**src/pmppg_consts.vh**
```
// Constants for the pulse-measure / pulse-generator timer.
// Included by the timer module; definitions only.
`ifndef PMPPG_CONSTS_VH
`define PMPPG_CONSTS_VH

// Register offsets (byte-wide register port)
`define PMPPG_OFF_CTRL 4'h0
`define PMPPG_OFF_PERL 4'h1
`define PMPPG_OFF_PERH 4'h2
`define PMPPG_OFF_DUTL 4'h3
`define PMPPG_OFF_DUTH 4'h4
`define PMPPG_OFF_CNTL 4'h5
`define PMPPG_OFF_CNTH 4'h6
`define PMPPG_OFF_CFG 4'h7
`define PMPPG_OFF_STAT 4'h8

// Control register fields
`define PMPPG_CTRL_PRESET_BIT 7
`define PMPPG_CTRL_DBLEDGE_BIT 6
`define PMPPG_CTRL_START_HI 5
`define PMPPG_CTRL_START_LO 4
`define PMPPG_CTRL_CLK_HI 3
`define PMPPG_CTRL_CLK_LO 2
`define PMPPG_CTRL_MODE_HI 1
`define PMPPG_CTRL_MODE_LO 0
`define PMPPG_CTRL_RST 8'h00

// Start field codes
`define PMPPG_START_STOP 2'h0
`define PMPPG_START_SW 2'h1
`define PMPPG_START_EXT 2'h2

// Mode codes
`define PMPPG_MODE_MEAS 2'h1
`define PMPPG_MODE_PPG 2'h2

// Config register fields
`define PMPPG_CFG_POL_BIT 0
`define PMPPG_CFG_MASK_BIT 1
`define PMPPG_CFG_RST 8'h00

// Prescaler divide ratios (source clock select 0..3), as terminal counts (ratio minus one)
`define PMPPG_PRE_W 6
`define PMPPG_PRE_SEL0 6'h00
`define PMPPG_PRE_SEL1 6'h03
`define PMPPG_PRE_SEL2 6'h0F
`define PMPPG_PRE_SEL3 6'h3F

// Compare ignore window after a high-byte write: one 40 ns machine cycle in clocks
`define PMPPG_IGNORE_CYC 4'h4

`define PMPPG_CNT_RST 16'h0000
`define PMPPG_REG_RST 16'h0000

`endif

```
**src/pmppg_timer.v**
```verilog
// 16-bit pulse-width measurement and programmable pulse generator timer.
// Assumes a byte register port synchronous to clk and a synchronous timer input pin.
//
// Overview of operation
// - Measurement mode starts counting on selected trigger edge, using prescaled tick.
// - Measurement: first opposite edge copies counter to duty register, raises match irq.
// - Single-edge capture clears counter at the opposite-edge capture.
// - Double-edge capture keeps counting, captures again on next trigger edge.
// - Polarity from polarity select; single/double from control bit 6.
// - Generator starts on selected pin edge or software command, internal clock.
// - Generator toggles output flip-flop when counter equals duty register; a count matching both duty and period leaves it.
// - Generator duty match raises irq only while mid-match mask is zero.
// - Period match toggles flip-flop again, clears counter, raises irq.
// - Toggle flip-flop clears to zero on reset.
// - Control bit 7 presets the toggle flip-flop, choosing output polarity.
// - Duty register writes are ignored unless generator mode is selected.
// - Low-byte write inhibits compare until high byte; then ignore one machine cycle.
`timescale 1ns/1ns
`include "pmppg_consts.vh"

module pmppg_timer (
	// Clock and reset
	input wire clk,
	input wire rst_n,
	// Register port
	input wire [3:0] regAddr,
	input wire [7:0] regWrData,
	input wire regWrStb,
	input wire regRdStb,
	output reg [7:0] regRdData,
	// Timer input pin
	input wire timerPin,
	// Generator output and interrupt pulse
	output reg pulseGenOut,
	output reg timerMatchIrq
);

localparam [2:0] ST_IDLE = 3'b001;
localparam [2:0] ST_WAIT = 3'b010;
localparam [2:0] ST_RUN = 3'b100;

// Software-visible registers
reg [7:0] ctrl_r;
reg [7:0] cfg_r;
reg [15:0] period_r;
reg [15:0] duty_r;

// Counter and run control
reg [15:0] cnt_r;
reg [2:0] state_r;
reg [2:0] state_nxt;

// Source clock divider
reg [`PMPPG_PRE_W-1:0] pre_r;
reg tick_r;

// Pin history and compare gating
reg pinPrev_r;
reg inhibit_r;
reg [3:0] ignore_r;
reg stepped_r;
reg secondEdge_r;

wire [1:0] startField = ctrl_r[`PMPPG_CTRL_START_HI:`PMPPG_CTRL_START_LO];
wire [1:0] modeField = ctrl_r[`PMPPG_CTRL_MODE_HI:`PMPPG_CTRL_MODE_LO];
wire [1:0] clkSel = ctrl_r[`PMPPG_CTRL_CLK_HI:`PMPPG_CTRL_CLK_LO];
wire dblEdge = ctrl_r[`PMPPG_CTRL_DBLEDGE_BIT];
wire polFall = cfg_r[`PMPPG_CFG_POL_BIT];
wire midMask = cfg_r[`PMPPG_CFG_MASK_BIT];
wire isMeas = (modeField == `PMPPG_MODE_MEAS);
wire isPpg = (modeField == `PMPPG_MODE_PPG);
wire stopped = (startField != `PMPPG_START_SW) && (startField != `PMPPG_START_EXT);

wire wrEn = regWrStb;
wire wrCtrl = wrEn && (regAddr == `PMPPG_OFF_CTRL);
wire wrPerL = wrEn && (regAddr == `PMPPG_OFF_PERL);
wire wrPerH = wrEn && (regAddr == `PMPPG_OFF_PERH);
wire wrDutL = wrEn && (regAddr == `PMPPG_OFF_DUTL) && isPpg;
wire wrDutH = wrEn && (regAddr == `PMPPG_OFF_DUTH) && isPpg;
wire wrCfg = wrEn && (regAddr == `PMPPG_OFF_CFG);

////////////////////////////////////////////////////////////////////////////////
// Pin edge detection

wire riseEdge = timerPin && !pinPrev_r;
wire fallEdge = !timerPin && pinPrev_r;
wire trigEdge = polFall ? fallEdge : riseEdge;
wire oppEdge = polFall ? riseEdge : fallEdge;

// Reset value equals the pin's idle low level, so no false edge follows reset
always @(posedge clk) begin
	if (!rst_n) begin
		pinPrev_r <= 1'b0;
	end else begin
		pinPrev_r <= timerPin;
	end
end

////////////////////////////////////////////////////////////////////////////////
// Prescaler: free-running, tick is a one-cycle enable

// Free-running: the first tick after a start may come early by up to one period
reg [`PMPPG_PRE_W-1:0] preLimit;

always @* begin
	case (clkSel)
		2'h0: preLimit = `PMPPG_PRE_SEL0;
		2'h1: preLimit = `PMPPG_PRE_SEL1;
		2'h2: preLimit = `PMPPG_PRE_SEL2;
		default: preLimit = `PMPPG_PRE_SEL3;
	endcase
end

always @(posedge clk) begin
	if (!rst_n) begin
		pre_r <= {`PMPPG_PRE_W{1'b0}};
		tick_r <= 1'b0;
	end else if (pre_r >= preLimit) begin
		pre_r <= {`PMPPG_PRE_W{1'b0}};
		tick_r <= 1'b1;
	end else begin
		pre_r <= pre_r + 1'b1;
		tick_r <= 1'b0;
	end
end

////////////////////////////////////////////////////////////////////////////////
// Compare gating after compare-register writes

// A low byte alone must never arm a compare against a half-updated value
wire cmpEn = !inhibit_r && (ignore_r == 4'h0);

always @(posedge clk) begin
	if (!rst_n) begin
		inhibit_r <= 1'b0;
		ignore_r <= 4'h0;
	end else if (wrPerH || wrDutH) begin
		inhibit_r <= 1'b0;
		ignore_r <= `PMPPG_IGNORE_CYC;
	end else if (wrPerL || wrDutL) begin
		inhibit_r <= 1'b1;
	end else if (ignore_r != 4'h0) begin
		ignore_r <= ignore_r - 4'h1;
	end
end

////////////////////////////////////////////////////////////////////////////////
// Run control state machine

wire startHit = (startField == `PMPPG_START_SW && isPpg) ||
	(startField == `PMPPG_START_EXT && trigEdge);

// Measurement with a software start stays in WAIT: it needs a pin edge
always @* begin
	state_nxt = state_r;
	case (state_r)
		ST_IDLE: begin
			if (!stopped && (isMeas || isPpg)) begin
				state_nxt = ST_WAIT;
			end
		end
		ST_WAIT: begin
			if (stopped) begin
				state_nxt = ST_IDLE;
			end else if (startHit && (isPpg || startField == `PMPPG_START_EXT)) begin
				state_nxt = ST_RUN;
			end
		end
		ST_RUN: begin
			if (stopped) begin
				state_nxt = ST_IDLE;
			end else if (isMeas && !dblEdge && oppEdge) begin
				state_nxt = ST_WAIT;
			end
		end
		default: state_nxt = ST_IDLE;
	endcase
end

always @(posedge clk) begin
	if (!rst_n) begin
		state_r <= ST_IDLE;
	end else begin
		state_r <= state_nxt;
	end
end

////////////////////////////////////////////////////////////////////////////////
// Counter, capture and generator matches

// Matches are judged the cycle after a step, so each count value matches once
wire running = (state_r == ST_RUN);
wire measOpp = running && isMeas && oppEdge && !secondEdge_r;
wire measTrig = running && isMeas && dblEdge && trigEdge && secondEdge_r;
wire dutyHit = running && isPpg && stepped_r && cmpEn && (cnt_r == duty_r);
wire periodHit = running && isPpg && stepped_r && cmpEn && (cnt_r == period_r);

always @(posedge clk) begin
	if (!rst_n) begin
		cnt_r <= `PMPPG_CNT_RST;
		stepped_r <= 1'b0;
		secondEdge_r <= 1'b0;
	end else if (!running) begin
		cnt_r <= `PMPPG_CNT_RST;
		stepped_r <= 1'b0;
		secondEdge_r <= 1'b0;
	end else if (measOpp) begin
		secondEdge_r <= dblEdge;
		stepped_r <= 1'b0;
		if (!dblEdge) begin
			cnt_r <= `PMPPG_CNT_RST;
		end else if (tick_r) begin
			cnt_r <= cnt_r + 16'h0001;
		end
	end else if (measTrig) begin
		secondEdge_r <= 1'b0;
		stepped_r <= 1'b0;
		cnt_r <= `PMPPG_CNT_RST;
	end else if (periodHit) begin
		cnt_r <= `PMPPG_CNT_RST;
		stepped_r <= 1'b0;
	end else if (tick_r) begin
		cnt_r <= cnt_r + 16'h0001;
		stepped_r <= 1'b1;
	end else begin
		stepped_r <= 1'b0;
	end
end

// Duty register doubles as the capture register
always @(posedge clk) begin
	if (!rst_n) begin
		duty_r <= `PMPPG_REG_RST;
	end else if (measOpp || measTrig) begin
		duty_r <= cnt_r;
	end else if (wrDutL) begin
		duty_r[7:0] <= regWrData;
	end else if (wrDutH) begin
		duty_r[15:8] <= regWrData;
	end
end

always @(posedge clk) begin
	if (!rst_n) begin
		period_r <= `PMPPG_REG_RST;
	end else if (wrPerL) begin
		period_r[7:0] <= regWrData;
	end else if (wrPerH) begin
		period_r[15:8] <= regWrData;
	end
end

always @(posedge clk) begin
	if (!rst_n) begin
		ctrl_r <= `PMPPG_CTRL_RST;
	end else if (wrCtrl) begin
		ctrl_r <= regWrData;
	end
end

always @(posedge clk) begin
	if (!rst_n) begin
		cfg_r <= `PMPPG_CFG_RST;
	end else if (wrCfg) begin
		cfg_r <= regWrData;
	end
end

////////////////////////////////////////////////////////////////////////////////
// Toggle flip-flop and interrupt pulse

always @(posedge clk) begin
	if (!rst_n) begin
		pulseGenOut <= 1'b0;
	end else if (wrCtrl) begin
		pulseGenOut <= regWrData[`PMPPG_CTRL_PRESET_BIT];
	end else if (dutyHit != periodHit) begin
		pulseGenOut <= !pulseGenOut;
	end
end

// Registered so the pulse is free of glitches and lasts one clock per matching cycle
always @(posedge clk) begin
	if (!rst_n) begin
		timerMatchIrq <= 1'b0;
	end else begin
		timerMatchIrq <= measOpp || measTrig || periodHit || (dutyHit && !midMask);
	end
end

////////////////////////////////////////////////////////////////////////////////
// Read port: data valid the cycle after the strobe; control is write-only

reg [7:0] rdData_nxt;

// Zero when idle keeps a shared read bus quiet between accesses
always @* begin
	rdData_nxt = 8'h00;
	if (regRdStb) begin
		case (regAddr)
			`PMPPG_OFF_DUTL: rdData_nxt = duty_r[7:0];
			`PMPPG_OFF_DUTH: rdData_nxt = duty_r[15:8];
			`PMPPG_OFF_CNTL: rdData_nxt = cnt_r[7:0];
			`PMPPG_OFF_CNTH: rdData_nxt = cnt_r[15:8];
			`PMPPG_OFF_CFG: rdData_nxt = cfg_r;
			`PMPPG_OFF_STAT: rdData_nxt = {4'h0, inhibit_r, running, secondEdge_r, pulseGenOut};
			default: rdData_nxt = 8'h00;
		endcase
	end
end

always @(posedge clk) begin
	if (!rst_n) begin
		regRdData <= 8'h00;
	end else begin
		regRdData <= rdData_nxt;
	end
end

endmodule

```
**config.mk**
```make
export PLATFORM = sky130hd
export DESIGN_NAME = pmppg_timer
export DESIGN_NICKNAME = d
export VERILOG_FILES = /design/src/pmppg_timer.v
export VERILOG_INCLUDE_DIRS = /design/src
export SDC_FILE = /design/constraint.sdc
export NUM_CORES = 1
export LEC_CHECK = 0
export BUFFER_PORTS_ARGS = -buffer_cell sky130_fd_sc_hd__buf_4
export CAP_MARGIN = 20
export CORE_MARGIN = 8
export CORE_UTILIZATION = 23
export CTS_CLUSTER_SIZE = 8
export DETAILED_ROUTE_END_ITERATION = 8
export PLACE_DENSITY = 0.36
export SYNTH_ARGS = -nofsm -noshare
export SYNTH_HDL_FRONTEND = slang
export SYNTH_SLANG_ARGS = --single-unit
```
**constraint.sdc**
```tcl
create_clock -name clk -period 2.8 [get_ports clk]
set_input_delay 0 -clock clk [delete_from_list [all_inputs] [get_ports clk]]
set_output_delay 0 -clock clk [all_outputs]
set_load 0.02 [all_outputs]
```
Word-level counts from Yosys, hierarchy flattened
Index checks and enable logic that the tools add are counted.
{ "op_classes": {"n_eq_ne": 27, "n_reduce_logical": 65, "bitwise": 4, "n_mux": 28, "addsub": 3, "magnitude_cmp": 1} }
{ "op_table": {"columns": ["cell", "n"], "rows": [
  ["$mux W16", 6],
  ["$pmux W8 S6", 1],
  ["$eq A16 B16 Y1", 2],
  ["$logic_and A1 B1 Y1", 30],
  ["$mux W3", 8],
  ["$mux W8", 3],
  ["$pmux W6 S3", 1],
  ["$add A16 B1 Y16 const B", 1],
  ["$eq A4 B3 Y1 const B", 4],
  ["$reduce_and A2 Y1", 6],
  ["$reduce_bool A2 Y1", 5],
  ["$pmux W3 S3", 1],
  ["$eq A4 B2 Y1 const B", 2],
  ["$logic_not A1 Y1", 8],
  ["$logic_not A4 Y1", 2],
  ["$logic_or A1 B1 Y1", 8],
  ["$mux W1", 8],
  ["$add A6 B1 Y6 const B", 1],
  ["$eq A2 B1 Y1 const B", 3],
  ["$eq A2 B2 Y1 const B", 3],
  ["$ge A6 B6 Y1", 1],
  ["$ne A2 B2 Y1 const B", 3],
  ["$reduce_or A5 Y1", 1],
  ["$eq A4 B1 Y1 const B", 1],
  ["14 further kinds", 19]
]} }
{ "totals": {"out_inout_bits": 10, "reg_bits": 91, "word_cells": 147, "input_bits": 17} }

Depth between registers and ports, before layout
{ "depth": {"word_depth": 9, "mapped_depth": 10, "ltp_nobuf": 9} }

Worst setup path before layout
No wires, ideal clock.
{ "synth_timing": {"path_kind": "reg-to-reg", "start": "reg ctrl_r[2]", "end": "reg pre_r[2]", "slack_ps": 669, "stages_incl_launch_ff": 10, "t_required_ps": 2736, "arrival_ps": 2066, "setup_time_ps": 64, "n_path_buf": 0, "cell_sequence": "dfxtp_1 > or2_2 > ha_1 > nand2b_1 > a21o_1 > a21o_1 > a21o_1 > a21o_1 > a211o_1 > nor2_1"} }
{ "synth_between": {"elab_chain_len": 4} }
{ "synth_rtl": {"columns": ["item", "line", "text"], "rows": [
  ["start: declaration", "pmppg_timer.v:43", "reg [7:0] ctrl_r;"],
  ["start signal: assignment", "pmppg_timer.v:255", "ctrl_r <= `PMPPG_CTRL_RST;"],
  ["start signal: assignment", "pmppg_timer.v:257", "ctrl_r <= regWrData;"],
  ["$eq A2 B2 Y1 (tied with other cells)", "pmppg_timer.v:106", "case (clkSel)"],
  ["$pmux W6 S3 (*)", "pmppg_timer.v:106", null],
  ["$ge A6 B6 Y1 (*)", "pmppg_timer.v:118", "end else if (pre_r >= preLimit) begin"],
  ["$reduce_or A2 Y1 (no source line) (*)", null, null],
  ["end signal: assignment", "pmppg_timer.v:116", "pre_r <= {`PMPPG_PRE_W{1'b0}};"],
  ["end signal: assignment", "pmppg_timer.v:119", "pre_r <= {`PMPPG_PRE_W{1'b0}};"],
  ["end signal: assignment", "pmppg_timer.v:122", "pre_r <= pre_r + 1'b1;"],
  ["end: declaration", "pmppg_timer.v:54", "reg [`PMPPG_PRE_W-1:0] pre_r;"]
]} }
Every way passes the cells marked *; elsewhere a longest branch is shown, timed or not.
A chain may end at the register's enable or synchronous reset.

Worst setup path after layout
{ "layout_timing": {"start": "reg ctrl_r[2]", "end": "reg pre_r[5]"} }
The elaborated chain is that of the path after synthesis.

==> summary.md <==
| Metric | Value |
|---|---|
| Syn Nets | `between 500 and 600` |
| Setup TNS | `0 ns` |
| Top_reg_cell synth | `dfxtp_1` |
| CTS clk-pin slew, worst paths | `0.07 ns` |
| Initial DRC Count | `179` |
| Clk_lat worst skew | `0.35 ns` |
| Worst EP required | `3.08 ns` |
| CP Data Arrival Time | `2.53 ns` |
| Crit path max fanout | `5` |
| Total global-route track usage | `11.8%` |
| Max stage delay on crit path | `approximately 0.35 ns` |
| GPL Wtd Cong | `0.774` |
| Final critical-path required period | `2.25 ns` |
| TritonCTS buffer count | `9` |
| Setup crit start kind | `flop` |
| Top-Level Pins | `27` |
| Unrepaired setup endpoints after global routing | `no` |
| Synth Register Bits | `91` |
| Die width | `around 160 um` |
| FILL cells | `2,136` |
| Routed wire length | `13,900 um` |
| DIE HEIGHT | `158 um` |
| CTS sink count | `91` |
| Max Root-Sink Buffers | `2` |
| Ys Warns | `0` |
| Core Area | `0.0200 mm^2` |
| Antenna cells | `0` |
| Maxcap violations | `0` |
| Area grow syn2layout | `21.1%` |
| Fmax | `roughly 440 MHz` |
| Worst Path Buf+Inv | `0` |
| Status | `finished, final reports clean` |
| Antenna viol nets, final | `0` |
| Nets | `585` |
| Period utilization | `80.3%` |
| Cell family with most CP delay | `compound AO/OA/AOI/OAI gates` |
| First-pass GRT wire length | `22,200 um` |
| LEAKAGE | `2.35 nW` |
| Routed wire length per instance | `16.8 um` |
| Number of synthesized flops with an enable pin | `0` |
| Via density | `4.49` |
| Post-synth ARST share | `0%` |
| Overflow after GRT | `0` |
| Initial antenna violation count | `0` |
| Slowest cell on the critical path | `a211o_1` |
| Syn Std Cell Area | `0.00462 mm^2` |
| Share of layout cells above drive strength 1 | `between 10% and 20%` |
| H-tree lvl count | `3` |
| CTS tree | `built` |
| Worst flop-to-flop path startpoint | `ctrl_r[2]` |
| Avg Cell Area, Syn | `~8.8 um^2` |
| Layout Skew | `0.00967 ns` |
| Peak VDD IR | `0.259 mV` |
| Critical Path Source | `ctrl_r[2]` |
| Setup CP Type | `flop to flop` |
| Setup repair bufs after CTS | `0` |
| Final setup viols | `0` |
| Final Hold Fails | `0` |
| Hpwl dp | `10,200 um` |
| Slew Limit Headroom | `48.9%` |
| Sequential share of the synthesized area | `39.4%` |
| Hold WC Path Type | `input pin to flop` |
| Netlist cell types | `51` |
| Residual DRC | `0` |
| Initial Util | `between 20% and 30%` |
| Largest net degree at the start of global routing | `52` |
| Hold WS | `0.0187 ns` |
| # resized after CTS | `0` |
| IO buf count | `26` |
| Worst Tran Pin Value | `roughly 0.76 ns` |
| Hold_sp | `regWrStb` |
| Drt first pass iters | `4` |
| DR vias | `3,725` |
| CP Cell Sequence | `or2_2 > ha_1 > nand2b_1 > a21o_1 > a21o_1 > a21o_1 > a21o_1 > a211o_1 > nor2_1` |
| Slew Viols, Final | `0` |
| Type of destination of the critical path | `flop` |
| Cell repeated most along the worst path | `a21o_1` |
| PwrDens | `544 mW/mm^2` |
| Vias in the first global route | `3,859` |
| Post-Syn Instances | `523` |
| Total die area | `around 0.025 mm^2` |
| Root buffer cell | `clkbuf_16` |
| Row count | `52` |
-- final timing paths --
kind | depth (start not counted) | slack [ns] | end
max | 9 | 0.55 | pre_r[5]
min | 3 | 0.02 | cfg_r[2]
max reg2reg | 9 | 0.55 | pre_r[5]
min reg2reg | 2 | 0.46 | cfg_r[4]
-- tightest hold or removal path, cell delays in order --
cell,delay [ns]
buf_4,0.17
nand3_1,0.09
a21oi_1,0.05
-- sequential cells by signal, indices dropped and copies added (netlist names), 3 cells and up --
signal     count
ignore_r       4
duty_r        16
regRdData      8
state_r        3
ctrl_r         7
period_r      16
cnt_r         16
cfg_r          8
pre_r          6
-- logic make-up (layout without fill, tap and decap cells) --
family / after synthesis / after routing / share of synthesized area [%]
xor gates and xnor gates: 55 / 55 / 10.7
buffers and inverters: 53 / 89 / 5.09
AOI/OAI and AO/OA: 80 / 80 / 11.8
muxes: 42 / 42 / 9.12
adders and majority gates: 14 / 14 / 3.79
DFF: 91 / 91 / 39.4
and+or+nand+nor: 188 / 188 / 20.1
-- power breakdown --
| part | internal (mW) | total (mW) | switching [mW] |
|---|---|---|---|
| sequential | 1.33 | 1.37 | 0.0365 |
| clock | 0.809 | 1.35 | 0.540 |
| combinational | 0.149 | 0.329 | 0.179 |
-- cell type report --
| type | count | area (um^2) | share of cell area [%] |
|---|---|---|---|
| multi-input cells | 379 | 2570 | 46.0 |
| well taps | 270 | 338 | 6.03 |
| repair buffers | 60 | 490 | 8.76 |
| clock buffers | 10 | 239 | 4.27 |
| inverters | 13 | 48.8 | 0.872 |
| clock inverters | 6 | 87.6 | 1.56 |
| flip-flops and latches | 91 | 1820 | 32.5 |
-- metrics by stage --
step           total power, mW  cells  instance area, um^2  worst slack, ns  util, %
6_report                  3.04    829                 5600            0.552     28.0
3_5_place_dp              1.72    802                 5160            0.554     25.8
5_1_grt                   3.19    829                 5600            0.423     28.0
3_3_place_gp              1.71    802                 5160            0.601     25.8
4_1_cts                   3.09    829                 5600            0.534     28.0
2_1_floorplan             1.63    523                 4620            0.669        -
-- routing by layer --
layer | share of wire, % | vias to the layer above | global-route usage [%]
met5 | 0 | - | 0
met3 | 3.8 | 13 | 1.53
met2 | 46 | 58 | 19.2
met4 | 2.3 | 0 | 4.99
met1 | 47 | 1770 | 15.3
li1 | - | 1884 | -
-- placed cells by master, fill, tap and decap left out, types with 9 or more instances in the layout --
master | netlist | final
a31oi_1 | 9 | 9
xor2_1 | 37 | 37
xnor2_1 | 17 | 17
inv_1 | 12 | 12
nand3_1 | 24 | 24
a211oi_1 | 16 | 16
ha_1 | 14 | 14
a22oi_1 | 20 | 20
buf_4 | 1 | 48
nor2_1 | 81 | 81
clkbuf_16 | 0 | 9
a21oi_1 | 16 | 16
dfxtp_1 | 91 | 91
dlygate4sd3_1 | 0 | 11
mux2i_1 | 41 | 41
nand2_1 | 28 | 28
-- cell usage after synthesis, types with 3 or more instances --
cell	instances	area (um^2)
nor3_1	4	20.0
a21o_1	4	30.0
o21ai_0	5	25.0
buf_2	14	70.1
clkbuf_1	23	86.3
nand2_1	28	105
nand3_1	24	120
nor3b_1	5	37.5
o22ai_1	3	18.8
xor2_1	37	324
nand2b_1	6	37.5
a22oi_1	20	150
mux2i_1	41	410
a31oi_1	9	56.3
nand4_1	5	31.3
xnor2_1	17	149
dfxtp_1	91	1820
and2_1	3	18.8
nor2_1	81	304
a211oi_1	16	120
and3_1	5	31.3
a21oi_1	16	80.1
ha_1	14	175
inv_1	12	45.0
nor4_1	6	37.5
or2_2	4	25.0
-- repair_timing --
item                                    4_1_cts  5_1_grt
hold endpoints to repair                     26        0
endpoints found under the setup margin        0        0
hold buffers                                 11        0
Power figures use the tool's default switching activity.
